<file path="config.mk">
export PLATFORM = sky130hd
export DESIGN_NAME = tt8_timer
export DESIGN_NICKNAME = d
export VERILOG_FILES = /design/src/tt8_pkg.sv /design/src/tt8_pre_if.sv /design/src/tt8_prescale.sv /design/src/tt8_timer.sv
export SDC_FILE = /design/constraint.sdc
export NUM_CORES = 1
export LEC_CHECK = 0
export BUFFER_PORTS_ARGS = -buffer_cell sky130_fd_sc_hd__buf_2
export CORE_ASPECT_RATIO = 1.5
export CORE_UTILIZATION = 55
export CTS_CLUSTER_DIAMETER = 80
export DETAILED_ROUTE_END_ITERATION = 8
export PLACE_DENSITY = 0.73
export SLEW_MARGIN = 20
export SYNTH_ARGS = -nofsm -noshare
export SYNTH_HDL_FRONTEND = slang
export SYNTH_SLANG_ARGS = --single-unit
export TNS_END_PERCENT = 30
</file>
<file path="constraint.sdc">
create_clock -name clk_i -period 2.8 [get_ports clk_i]
set_input_delay 0.14 -clock clk_i [delete_from_list [all_inputs] [get_ports clk_i]]
set_output_delay 0.14 -clock clk_i [all_outputs]
set_load 0.05 [all_outputs]
</file>
<file path="src/tt8_pkg.sv">
/*
 * constants for the eight bit transmit timer: bank, offsets, fields,
 * reset values and write masks.
 * assumes the cpu side reaches the expanded register space by a bank
 * number taken from the register pointer.
 */
package tt8_pkg;

    // ------------------------------------------------------------------
    // bank and offsets
    // ------------------------------------------------------------------
    localparam logic [3:0] TT8_TIMER_BANK   = 4'hD; // bank of the timer
    localparam logic [3:0] TT8_OFS_CTRL     = 4'h0; // timer_control
    localparam logic [3:0] TT8_OFS_AUX      = 4'h1; // auxiliary_control
    localparam logic [3:0] TT8_OFS_LOW      = 4'h4; // low_hold_value
    localparam logic [3:0] TT8_OFS_HIGH     = 4'h5; // high_hold_value

    // ------------------------------------------------------------------
    // timer_control and auxiliary_control fields
    // ------------------------------------------------------------------
    localparam int TT8_CTRL_ENABLE  = 7;   // count_enable_bit
    localparam int TT8_CTRL_SINGLE  = 6;   // 1 single pass, 0 modulo-n
    localparam int TT8_CTRL_TIMEOUT = 5;   // timeout flag
    localparam int TT8_CTRL_PRE_HI  = 4;   // prescale_select msb
    localparam int TT8_CTRL_PRE_LO  = 3;   // prescale_select lsb
    localparam int TT8_CTRL_CAPIE   = 2;   // data capture interrupt enable
    localparam int TT8_CTRL_TOIE    = 1;   // timeout interrupt enable
    localparam int TT8_AUX_INITLVL  = 1;   // initial output level

    localparam logic [7:0] TT8_CTRL_WMASK  = 8'hDE; // stored ctrl bits
    localparam logic [7:0] TT8_AUX_WMASK   = 8'h02; // stored aux bits
    localparam logic [7:0] TT8_CTRL_RESET  = 8'h00;
    localparam logic [7:0] TT8_AUX_RESET   = 8'h00;
    localparam logic [7:0] TT8_HOLD_RESET  = 8'h00;
    localparam logic [7:0] TT8_RP_RESET    = 8'h00;
    localparam logic [7:0] TT8_READ_NONE   = 8'h00; // unmapped read

    // ------------------------------------------------------------------
    // counter constants
    // ------------------------------------------------------------------
    localparam logic [7:0] TT8_CNT_ONE     = 8'h01; // last count step
    localparam logic [7:0] TT8_CNT_ZERO    = 8'h00;
    localparam logic [2:0] TT8_DIV_ZERO    = 3'h0;

    // counter sequencing
    typedef enum logic [1:0] {
        TT8_ST_IDLE,
        TT8_ST_COUNT,
        TT8_ST_RELOAD,
        TT8_ST_DONE
    } tt8_state_t;

endpackage : tt8_pkg

</file>
<file path="src/tt8_pre_if.sv">
/*
 * carrier between the timer core and its prescaler.
 * assumes both ends sit on the same clock.
 */
`timescale 1ns/100ps
`default_nettype none
interface tt8_pre_if;
    logic       run;  // prescaler running
    logic [1:0] sel;  // prescale_select
    logic       tick; // one cycle count enable
    modport ctl (output run, output sel, input tick);
    modport div (input run, input sel, output tick);
endinterface : tt8_pre_if
`default_nettype wire

</file>
<file path="src/tt8_prescale.sv">
/*
 * prescaler: turns the system clock into a count enable of 1/1, 1/2,
 * 1/4 or 1/8 of its rate.
 * assumes run and sel come from logic on the same clock.
 */
`timescale 1ns/100ps
`default_nettype none
module tt8_prescale
    import tt8_pkg::*;
(
    input  wire logic clk_i,
    input  wire logic rst_i,
    tt8_pre_if.div    pre
);

    // ------------------------------------------------------------------
    // divider
    // ------------------------------------------------------------------
    logic [2:0] div_reg;  // free count while running
    logic [2:0] mask_w;   // low bits that must all be set

    // mask per selection
    always_comb begin
        case (pre.sel)
            2'h0:    mask_w = 3'h0;
            2'h1:    mask_w = 3'h1;
            2'h2:    mask_w = 3'h3;
            default: mask_w = 3'h7;
        endcase
    end

    // counter restarts when stopped so the first tick has full spacing
    always_ff @(posedge clk_i) begin
        if (rst_i || !pre.run) begin
            div_reg <= TT8_DIV_ZERO;
        end else begin
            div_reg <= div_reg + 3'h1;
        end
    end

    assign pre.tick = pre.run && ((div_reg & mask_w) == mask_w);
endmodule : tt8_prescale
`default_nettype wire

</file>
<file path="src/tt8_timer.sv">
/*
 * eight bit transmit timer: counter, hold registers, control and the
 * banked register port of the expanded register space.
 * assumes the cpu drives its strobes and data on clk_i, one access
 * per strobe, and keeps the rules it is bound to.
 */
`timescale 1ns/100ps
`default_nettype none
module tt8_timer
    import tt8_pkg::*;
(
    input  wire logic       clk_i,
    input  wire logic       rst_i,
    input  wire logic       rp_wr_i,    // register_pointer write strobe
    input  wire logic       reg_wr_i,   // expanded space write strobe
    input  wire logic       reg_rd_i,   // expanded space read strobe
    input  wire logic [3:0] reg_addr_i, // offset inside the bank
    input  wire logic [7:0] wdata_i,    // write data
    output logic      [7:0] rdata_o,    // read data, held
    output logic      [3:0] bank_o,     // selected expanded bank
    output logic      [3:0] group_o,    // working register group
    output logic            timer_output_pin_o,
    output logic            timeout_irq_o,     // one cycle request
    output logic            capture_int_en_o   // capture interrupt enable
);

    // ------------------------------------------------------------------
    // storage
    // ------------------------------------------------------------------
    logic [7:0] rp_reg;     // register_pointer
    logic [7:0] ctrl_reg;   // timer_control without the flag
    logic [7:0] aux_reg;    // auxiliary_control
    logic [7:0] low_reg;    // low_hold_value
    logic [7:0] high_reg;   // high_hold_value
    logic       flag_reg;   // timeout flag
    logic [7:0] cnt_reg;    // eight_bit_counter
    logic       out_reg;    // output level
    logic       first_reg;  // modulo-n first pass still pending
    logic       irq_reg;    // timeout request pulse
    logic [7:0] rdata_reg;  // read data
    tt8_state_t state_reg;  // sequencing

    // ------------------------------------------------------------------
    // decode
    // ------------------------------------------------------------------
    logic in_bank_w;  // access hits the timer bank
    logic ctrl_wr_w;  // timer_control write
    logic aux_wr_w;   // auxiliary_control write
    logic low_wr_w;   // low hold write
    logic high_wr_w;  // high hold write
    logic start_w;    // enable bit goes from 0 to 1
    logic term_w;     // counter steps onto zero
    logic single_w;   // single pass mode
    logic set_w;      // timeout flag set event
    logic tick_w;     // prescaled count enable

    tt8_pre_if pre ();

    assign in_bank_w = (rp_reg[3:0] == TT8_TIMER_BANK);
    assign ctrl_wr_w = reg_wr_i && in_bank_w && reg_addr_i == TT8_OFS_CTRL;
    assign aux_wr_w  = reg_wr_i && in_bank_w && reg_addr_i == TT8_OFS_AUX;
    assign low_wr_w  = reg_wr_i && in_bank_w && reg_addr_i == TT8_OFS_LOW;
    assign high_wr_w = reg_wr_i && in_bank_w && reg_addr_i == TT8_OFS_HIGH;
    assign start_w   = ctrl_wr_w && wdata_i[TT8_CTRL_ENABLE]
                       && !ctrl_reg[TT8_CTRL_ENABLE];
    assign single_w  = ctrl_reg[TT8_CTRL_SINGLE];
    assign tick_w    = pre.tick;
    assign term_w    = tick_w && state_reg == TT8_ST_COUNT
                       && cnt_reg == TT8_CNT_ONE;
    // first modulo-n pass raises no flag
    assign set_w     = term_w && (single_w || !first_reg);

    // ------------------------------------------------------------------
    // prescaler
    // ------------------------------------------------------------------
    assign pre.run = ctrl_reg[TT8_CTRL_ENABLE];
    assign pre.sel = ctrl_reg[TT8_CTRL_PRE_HI:TT8_CTRL_PRE_LO];

    tt8_prescale u_pre (
        .clk_i (clk_i),
        .rst_i (rst_i),
        .pre   (pre.div)
    );

    // ------------------------------------------------------------------
    // register pointer
    // ------------------------------------------------------------------
    // both nibbles stored; only the low one gates the timer bank
    always_ff @(posedge clk_i) begin
        if (rst_i) begin
            rp_reg <= TT8_RP_RESET;
        end else if (rp_wr_i) begin
            rp_reg <= wdata_i;
        end
    end

    // ------------------------------------------------------------------
    // control registers
    // ------------------------------------------------------------------
    // bit 5 and bit 0 are not stored here
    always_ff @(posedge clk_i) begin
        if (rst_i) begin
            ctrl_reg <= TT8_CTRL_RESET;
        end else if (ctrl_wr_w) begin
            ctrl_reg <= wdata_i & TT8_CTRL_WMASK;
        end
    end

    // auxiliary control keeps only the initial level
    always_ff @(posedge clk_i) begin
        if (rst_i) begin
            aux_reg <= TT8_AUX_RESET;
        end else if (aux_wr_w) begin
            aux_reg <= wdata_i & TT8_AUX_WMASK;
        end
    end

    // hold registers: writable any time, read only at a load
    always_ff @(posedge clk_i) begin
        if (rst_i) begin
            low_reg  <= TT8_HOLD_RESET;
            high_reg <= TT8_HOLD_RESET;
        end else begin
            if (low_wr_w) begin
                low_reg <= wdata_i;
            end
            if (high_wr_w) begin
                high_reg <= wdata_i;
            end
        end
    end

    // timeout flag: a set in the clearing cycle wins
    always_ff @(posedge clk_i) begin
        if (rst_i) begin
            flag_reg <= 1'b0;
        end else if (set_w) begin
            flag_reg <= 1'b1;
        end else if (ctrl_wr_w && wdata_i[TT8_CTRL_TIMEOUT]) begin
            flag_reg <= 1'b0;
        end
    end

    // ------------------------------------------------------------------
    // counter sequencing
    // ------------------------------------------------------------------
    // a write that sets the enable bit from 0 wins over any tick in that cycle
    always_ff @(posedge clk_i) begin
        if (rst_i) begin
            state_reg <= TT8_ST_IDLE;
            cnt_reg   <= TT8_CNT_ZERO;
            first_reg <= 1'b0;
        end else if (start_w) begin
            state_reg <= TT8_ST_COUNT;
            first_reg <= 1'b1;
            // initial level picks the hold register
            cnt_reg   <= aux_reg[TT8_AUX_INITLVL] ? high_reg : low_reg;
        end else if (!ctrl_reg[TT8_CTRL_ENABLE]) begin
            state_reg <= TT8_ST_IDLE;
        end else if (tick_w) begin
            case (state_reg)
                TT8_ST_COUNT: begin
                    if (cnt_reg == TT8_CNT_ONE) begin
                        cnt_reg   <= TT8_CNT_ZERO;
                        first_reg <= 1'b0;
                        // single pass stops, modulo-n reloads
                        state_reg <= single_w ? TT8_ST_DONE
                                              : TT8_ST_RELOAD;
                    end else begin
                        // zero steps on to FF: no terminal count there
                        cnt_reg <= cnt_reg - TT8_CNT_ONE;
                    end
                end
                TT8_ST_RELOAD: begin
                    // the level now on the pin chooses the source
                    cnt_reg   <= out_reg ? high_reg : low_reg;
                    state_reg <= TT8_ST_COUNT;
                end
                TT8_ST_DONE: begin
                    cnt_reg <= TT8_CNT_ZERO;
                end
                default: begin
                    state_reg <= TT8_ST_IDLE;
                end
            endcase
        end
    end

    // output level: set on enable, toggled at each terminal count
    always_ff @(posedge clk_i) begin
        if (rst_i) begin
            out_reg <= 1'b0;
        end else if (start_w) begin
            out_reg <= aux_reg[TT8_AUX_INITLVL];
        end else if (term_w) begin
            out_reg <= !out_reg;
        end
    end

    // interrupt request pulse with the flag set event
    always_ff @(posedge clk_i) begin
        if (rst_i) begin
            irq_reg <= 1'b0;
        end else begin
            irq_reg <= set_w && ctrl_reg[TT8_CTRL_TOIE];
        end
    end

    // ------------------------------------------------------------------
    // read port
    // ------------------------------------------------------------------
    // read data held until the next read strobe
    always_ff @(posedge clk_i) begin
        if (rst_i) begin
            rdata_reg <= TT8_READ_NONE;
        end else if (reg_rd_i) begin
            if (!in_bank_w) begin
                rdata_reg <= TT8_READ_NONE;
            end else if (reg_addr_i == TT8_OFS_CTRL) begin
                rdata_reg <= ctrl_reg | {2'h0, flag_reg, 5'h00};
            end else if (reg_addr_i == TT8_OFS_AUX) begin
                rdata_reg <= aux_reg;
            end else if (reg_addr_i == TT8_OFS_LOW) begin
                rdata_reg <= low_reg;
            end else if (reg_addr_i == TT8_OFS_HIGH) begin
                rdata_reg <= high_reg;
            end else begin
                rdata_reg <= TT8_READ_NONE;
            end
        end
    end

    assign rdata_o            = rdata_reg;
    assign bank_o             = rp_reg[3:0];
    assign group_o            = rp_reg[7:4];
    assign timer_output_pin_o = out_reg;
    assign timeout_irq_o      = irq_reg;
    assign capture_int_en_o   = ctrl_reg[TT8_CTRL_CAPIE];
endmodule : tt8_timer
`default_nettype wire

</file>
==> impl_metrics.toml, run 1 <==
[route]
viasPerCell = 5.781
drt-initial-drc-count = 101
drtPass1Iterations = 4
drc_errors = 0
vias = 2295
postRouteAntennaNets = 0
wl_um = 6346
routedWlPerCell_um = 15.98

[cells_and_area]
final_common_cell = "dfxtp_1"
fin_cells = 397
mostFrequentLayoutCells = "56 x dfxtp_1, 50 x nor2_1, 40 x mux2i_1"
fill_cells = 439
diodes = 0
layout-drive-gt1-share = 0.2054
fin_util = 0.6418
finalNetCount = 353
area_growth_pct = 11.08

[status]
status = "finished clean"

[place]
place_inst = 389
place_ws_ps = 649.6
dp_hpwl_um = 4692
io_buffers = 35
place_congestion = 0.7891

[floorplanning]
rows = 31
io_pins = 36
die_area_mm2 = 0.005389
die_y_um = 89.41
start_util = 0.5778
die_w_um = 60.27
core_area_mm2 = 0.004848

[critical_path]
crit_family = "simple AND/OR/NAND/NOR gates"
path_class = "flop to flop"
crit_slowest_cell = "or4b_4"
required_ps = 3040
crit_path_end_kind = "flop"
path_buf_inv = 0
crit_fanout = 5
critPathLaunchType = "flop"
cp_cell_sequence = "nor4_4 > or4b_4 > or4_4 > xor2_1 > a211oi_2"
arrival_ps = 2410
cp_slowest_stage_delay_ps = 550

[clocking]
htree_levels = 2
ctsHoldBuffers = 0
insertion_delay_ps = 310
clock_path_buffers = 2
cts_buffers = 5
root_buffer = "clkbuf_8"
cts_tree = "yes"
cts_sinks = 56
clk_pin_slew_ps = 100
postCtsSetupBuffers = 0
cts_resized = 0

[power_and_ir_drop]
p_leak_nw = 1.349
power.total_w = 0.001436
ir_drop_mv = 0.4007
p_per_area_mw_per_mm2 = 461.5

[global_routing]
met2_usage = 0.4266
globalRouteMet3Util = 0.03618
grt_overflow = 0
grt-busiest-layer = "met2"
grt_max_degree = 39
grt_pass1_vias = 2141
grtUsageMet1 = 0.3207
globalRouteTotalUtil = 0.2573
grt_pass1_wl_um = 10270
grt_antenna_before_repair = 0

[synth]
yosysWarnings = 0
synth_seq_cells = 56
netlist_instances = 305
syn_avg_cell_area_um2 = 9.185
synth.net_count = 328
synth.distinct_cells = 47
synth_area_mm2 = 0.002801
yosysSeqAreaShare = 0.4002

[sta]
finalSetupViolCount = 0
drv_slew = 0
slew_headroom = 0.5280
worst_slack_ps = 623.1
finalCriticalPeriod_ps = 2177
fin_tns_setup_ps = 0
fin_crit_sh = 0.7775
fmax_mhz = 459.4
worst_clock_skew_ps = 4.510
rsz0062_at_grt = "no"
worstMarginPinSlew_ps = 708.0
finalHoldViolations = 0

[flow_run]
drv_cap = 0

[hold_path]
hold_class = "input pin to flop"
## tightest hold or removal path, cell delays in order
cell,delay [ps]
buf_2,110
mux2i_1,60
nor2_1,70
## per-stage QoR
step                      instance area [um2]  hold WS (ps)
after floorplan                          2801         283.9
after global placement                   3000         403.9
after detailed placement                 3000         418.7
after CTS                                3112         92.88
after global routing                     3112         98.64
final                                    3112         100.3
## logic make-up (layout without fill, tap and decap cells)
kind of cell,after synthesis,count (layout),share of synthesized area
XOR/XNOR,6,6,0.01876
multiplexers,55,55,0.2072
adder cells (fa/ha/maj),6,6,0.02680
buffers and inverters,28,54,0.03841
AO/OA/AOI/OAI,39,39,0.1067
flip-flops,56,56,0.4002
AND/OR/NAND/NOR,115,115,0.2019
## final cells by class
cell class                      instances  area (um2)  share of cell area
Timing Repair Buffer                   37       190.2             0.06112
Multi-Input combinational cell        221        1573              0.5054
Sequential cell                        56        1121              0.3603
Tap cell                               66       82.58             0.02654
Clock buffer                            6       72.57             0.02332
Clock inverter                          2       38.79             0.01246
Inverter                                9       33.78             0.01086
## power by group
group          leakage [nW]  switching [W]  internal [W]
clock                0.0558       0.000268      0.000271
combinational         0.841      0.0000658     0.0000255
sequential            0.452     0.00000373      0.000803
total                  1.35       0.000337       0.00110
## layer usage
layer  share of wire  up-vias
li1                -     1139
met1            0.44     1093
met2            0.51       50
met3           0.024       13
met4           0.034        0
met5               0        -
## synthesized netlist by cell type, drive strengths merged
master,count,area (um2)
or3,1,6.260
a211oi,4,35.03
nor3,15,75.07
and2,2,13.77
a21oi,7,35.03
nor2,50,187.7
nand2b,2,12.51
a31oi,5,31.28
buf,3,13.76
inv,9,33.78
or4b,1,13.76
clkbuf,16,60.06
dfxtp,56,1121
or4,2,18.77
nand2,22,82.58
nor3b,2,15.01
a21boi,2,18.77
or2,1,6.260
a221oi,4,35.03
o41ai,2,17.52
nand4,4,25.02
mux2,14,157.7
a2111o,1,11.26
nor4,2,27.53
o31a,1,10.01
a21bo,1,10.01
mux4,1,22.52
a22oi,3,22.52
a2111oi,5,43.79
o311a,1,10.01
o2111ai,1,8.760
nand4b,1,8.760
and4b,2,20.02
nand3,2,10.01
nor2b,4,25.02
xor2,4,35.03
xnor2,2,17.52
ha,6,75.07
mux2i,40,400.4
o21ai,2,10.01
and4,2,17.52
## worst paths after layout
kind / from / to / slack [ps] / cells after the start
setup / recovery: cnt_reg[4] / timer_output_pin_o / 620 / 5
hold / removal: wdata_i[0] / low_reg[0] / 100 / 3
setup reg to reg: cnt_reg[4] / timer_output_pin_o / 620 / 5
hold reg to reg: rdata_o[1] / rdata_o[1] / 480 / 2
(Power assumes the default switching activity.)
==> inputs of run 2 (changes only) <==
--- a/config.mk
+++ b/config.mk
@@ -5,6 +5,7 @@
 export SDC_FILE = /design/constraint.sdc
 export NUM_CORES = 1
 export LEC_CHECK = 0
+export ABC_AREA = 1
 export BUFFER_PORTS_ARGS = -buffer_cell sky130_fd_sc_hd__buf_2
 export CORE_ASPECT_RATIO = 1.5
 export CORE_UTILIZATION = 55
==> constraint.sdc (replaced) <==
create_clock -name clk_i -period 2.1 [get_ports clk_i]
set_input_delay 0.105 -clock clk_i [delete_from_list [all_inputs] [get_ports clk_i]]
set_output_delay 0.105 -clock clk_i [all_outputs]
set_load 0.05 [all_outputs]
==> run 2 against run 1 <==
Flip-flop and latch count did not move. Maximum frequency increased by 33%. Sequential share of layout area is 0.78 points lower. Area after synthesis up 2.7%. First-iteration DRC count grew 130%. Power increased by 30%. Largest cell class unchanged. Highest routed layer unchanged. Design area grew 2.2%. Clock power increased by 17%. Worst setup slack lost 170 ps. Clock-buffer cell count rose by 1. Critical path type unchanged.
==> impl_metrics.toml, run 2 <==
[clocking]
cts_resized = 0
htree_levels = 2
postCtsSetupBuffers = 0
clk_pin_slew_ps = 100
ctsHoldBuffers = 0
cts_tree = "yes"
clock_path_buffers = 2
insertion_delay_ps = 300
root_buffer = "clkbuf_8"
cts_sinks = 56
cts_buffers = 5

[route]
routedWlPerCell_um = 14.45
drt-initial-drc-count = 230
wl_um = 7397
drtPass1Iterations = 5
viasPerCell = 5.367
postRouteAntennaNets = 0
met1Wirelength_um = 3083
vias = 2748
wl_met2_um = 3778
dr_wl_met3_um = 304
drc_errors = 0
top_layer = "met4"

[place]
place_congestion = 0.8357
dp_hpwl_um = 5645
io_buffers = 35

[synth]
synth-main-ff-cell = "dfxtp_1"
syn_avg_cell_area_um2 = 6.951
ys_async_sr_fraction = 0
yosysSeqAreaShare = 0.3896
synth_common_cells = "65 x nand2_1, 56 x dfxtp_1, 51 x inv_1, 51 x nor2_1, 48 x a21oi_1"
synth_top_area_frac = 0.3896
synth_edf_count = 0
synth_seq_cells = 56
synth_area_leaders = "dfxtp_1 39%, nand2_1 8.5%, a21oi_1 8.3%"
synthXorXnorAreaFrac = 0.01217
synth_area_mm2 = 0.002878
synth.distinct_cells = 35
muxShareOfSynthArea = 0
synth_compound_area_frac = 0.2170
yosys.area.top_type = "dfxtp_1"
synth.most_common_cell = "nand2_1"
synth.net_count = 437
synth_top_family_by_area = "simple AND/OR/NAND/NOR gates"
synth_fa_ha_area_frac = 0.02609
netlist_instances = 414
synth-simple-area-share = 0.2565
yosysWarnings = 0

[floorplanning]
die_area_mm2 = 0.005531
rows = 31
io_pins = 36
start_util = 0.5842
core_area_mm2 = 0.004926
die_y_um = 90.59
die_w_um = 61.06

[power_and_ir_drop]
ir_drop_mv = 0.4483
p_leak_nw = 1.352
p_per_area_mw_per_mm2 = 585.6

[critical_path]
cpMostUsedCell = "nor2_1"
path_buf_inv = 3
crit_path_end_kind = "flop"
required_ps = 2350
path_class = "flop to flop"
r2r-start = "state_reg[0]"
setup.worst_path.start = "state_reg[0]"
cp_cell_sequence = "inv_1 > ha_1 > nor2_1 > inv_1 > nor2_1 > inv_1 > o21ai_0 > nor2_1 > nor2_1"
crit_fanout = 5
crit_slowest_cell = "dfxtp_1"
critPathLaunchType = "flop"
cp_slowest_stage_delay_ps = 370
crit_family = "simple AND/OR/NAND/NOR gates"
arrival_ps = 1890

[hold_path]
hold_class = "input pin to flop"
hold_path.startpoint = "rp_wr_i"

[global_routing]
grt_antenna_before_repair = 0
grt_max_degree = 37
grt_overflow = 0
globalRouteTotalUtil = 0.2971
grt_pass1_vias = 2631
grt_pass1_wl_um = 12400

[status]
status = "finished clean"

[flow_run]
drv_cap = 0

[sta]
finalCriticalPeriod_ps = 1642
rsz0062_at_grt = "no"
worst_clock_skew_ps = 5.902
finalSetupViolCount = 0
fin_crit_sh = 0.7820
fmax_mhz = 608.9
slew_headroom = 0.5916
drv_slew = 0
hold_slack_ps = 67.39
finalHoldViolations = 0
fin_tns_setup_ps = 0
worstMarginPinSlew_ps = 611.8

[cells_and_area]
layout-drive-gt1-share = 0.1614
mostFrequentLayoutCells = "65 x nand2_1, 56 x dfxtp_1, 51 x inv_1, 51 x nor2_1, 48 x a21oi_1"
final_common_cell = "nand2_1"
diodes = 0
fill_cells = 497
area_growth_pct = 10.52
finalNetCount = 469
-- run 2: path summary, 6_finish.rpt --
kind                                         end  slack, ps  depth (start not counted)
worst max-delay path                  cnt_reg[0]        460                          9
worst min register to register  u_pre.div_reg[0]        470                          1
worst max register to register        cnt_reg[0]        460                          9
worst min-delay path                   rp_reg[5]         70                          2
-- run 2: layout make-up --
type                       count  area, um2  area share
timing repair buffer          36      182.7     0.05744
clock buffer                   7      96.34     0.03029
inverter                      60      225.2     0.07081
tap                           66      82.58     0.02596
multi-input combinational    287       1473      0.4630
sequential                    56       1121      0.3525
-- run 2: cells by family (layout without fill, tap and decap cells) --
| kind of cell | after synthesis | in the layout |
|---|---|---|
| buffers and inverters | 71 | 103 |
| xor gates and xnor gates | 4 | 4 |
| and+or+nand+nor | 161 | 161 |
| adders and majority gates | 6 | 6 |
| AOI/OAI and AO/OA | 116 | 116 |
| DFF | 56 | 56 |
-- run 2: metal layers --
| metal | track usage | vias to the layer above |
|---|---|---|
| met2 | 0.5009 | 77 |
| met5 | 0 | - |
| met3 | 0.04298 | 17 |
| met4 | 0.1193 | 0 |
| met1 | 0.3631 | 1233 |
| li1 | - | 1421 |
-- run 2: metrics by stage --
stage               instances  area, um2    util  total power, W  worst slack [ps]
global placement          505       3084  0.6261        0.001253             513.1
finish                    512       3181  0.6457        0.001863             457.7
global route              512       3181  0.6457        0.001931             191.1
CTS                       512       3181  0.6457        0.001867             433.7
floorplan                 414       2878       -        0.001199             389.3
detailed placement        505       3084  0.6261        0.001255             471.3
-- run 2: power breakdown --
part / switching [W] / internal (W) / leakage (nW)
sequential: 0.00000616 / 0.00107 / 0.453
combinational: 0.000116 / 0.0000372 / 0.848
clock: 0.000336 / 0.000295 / 0.0503
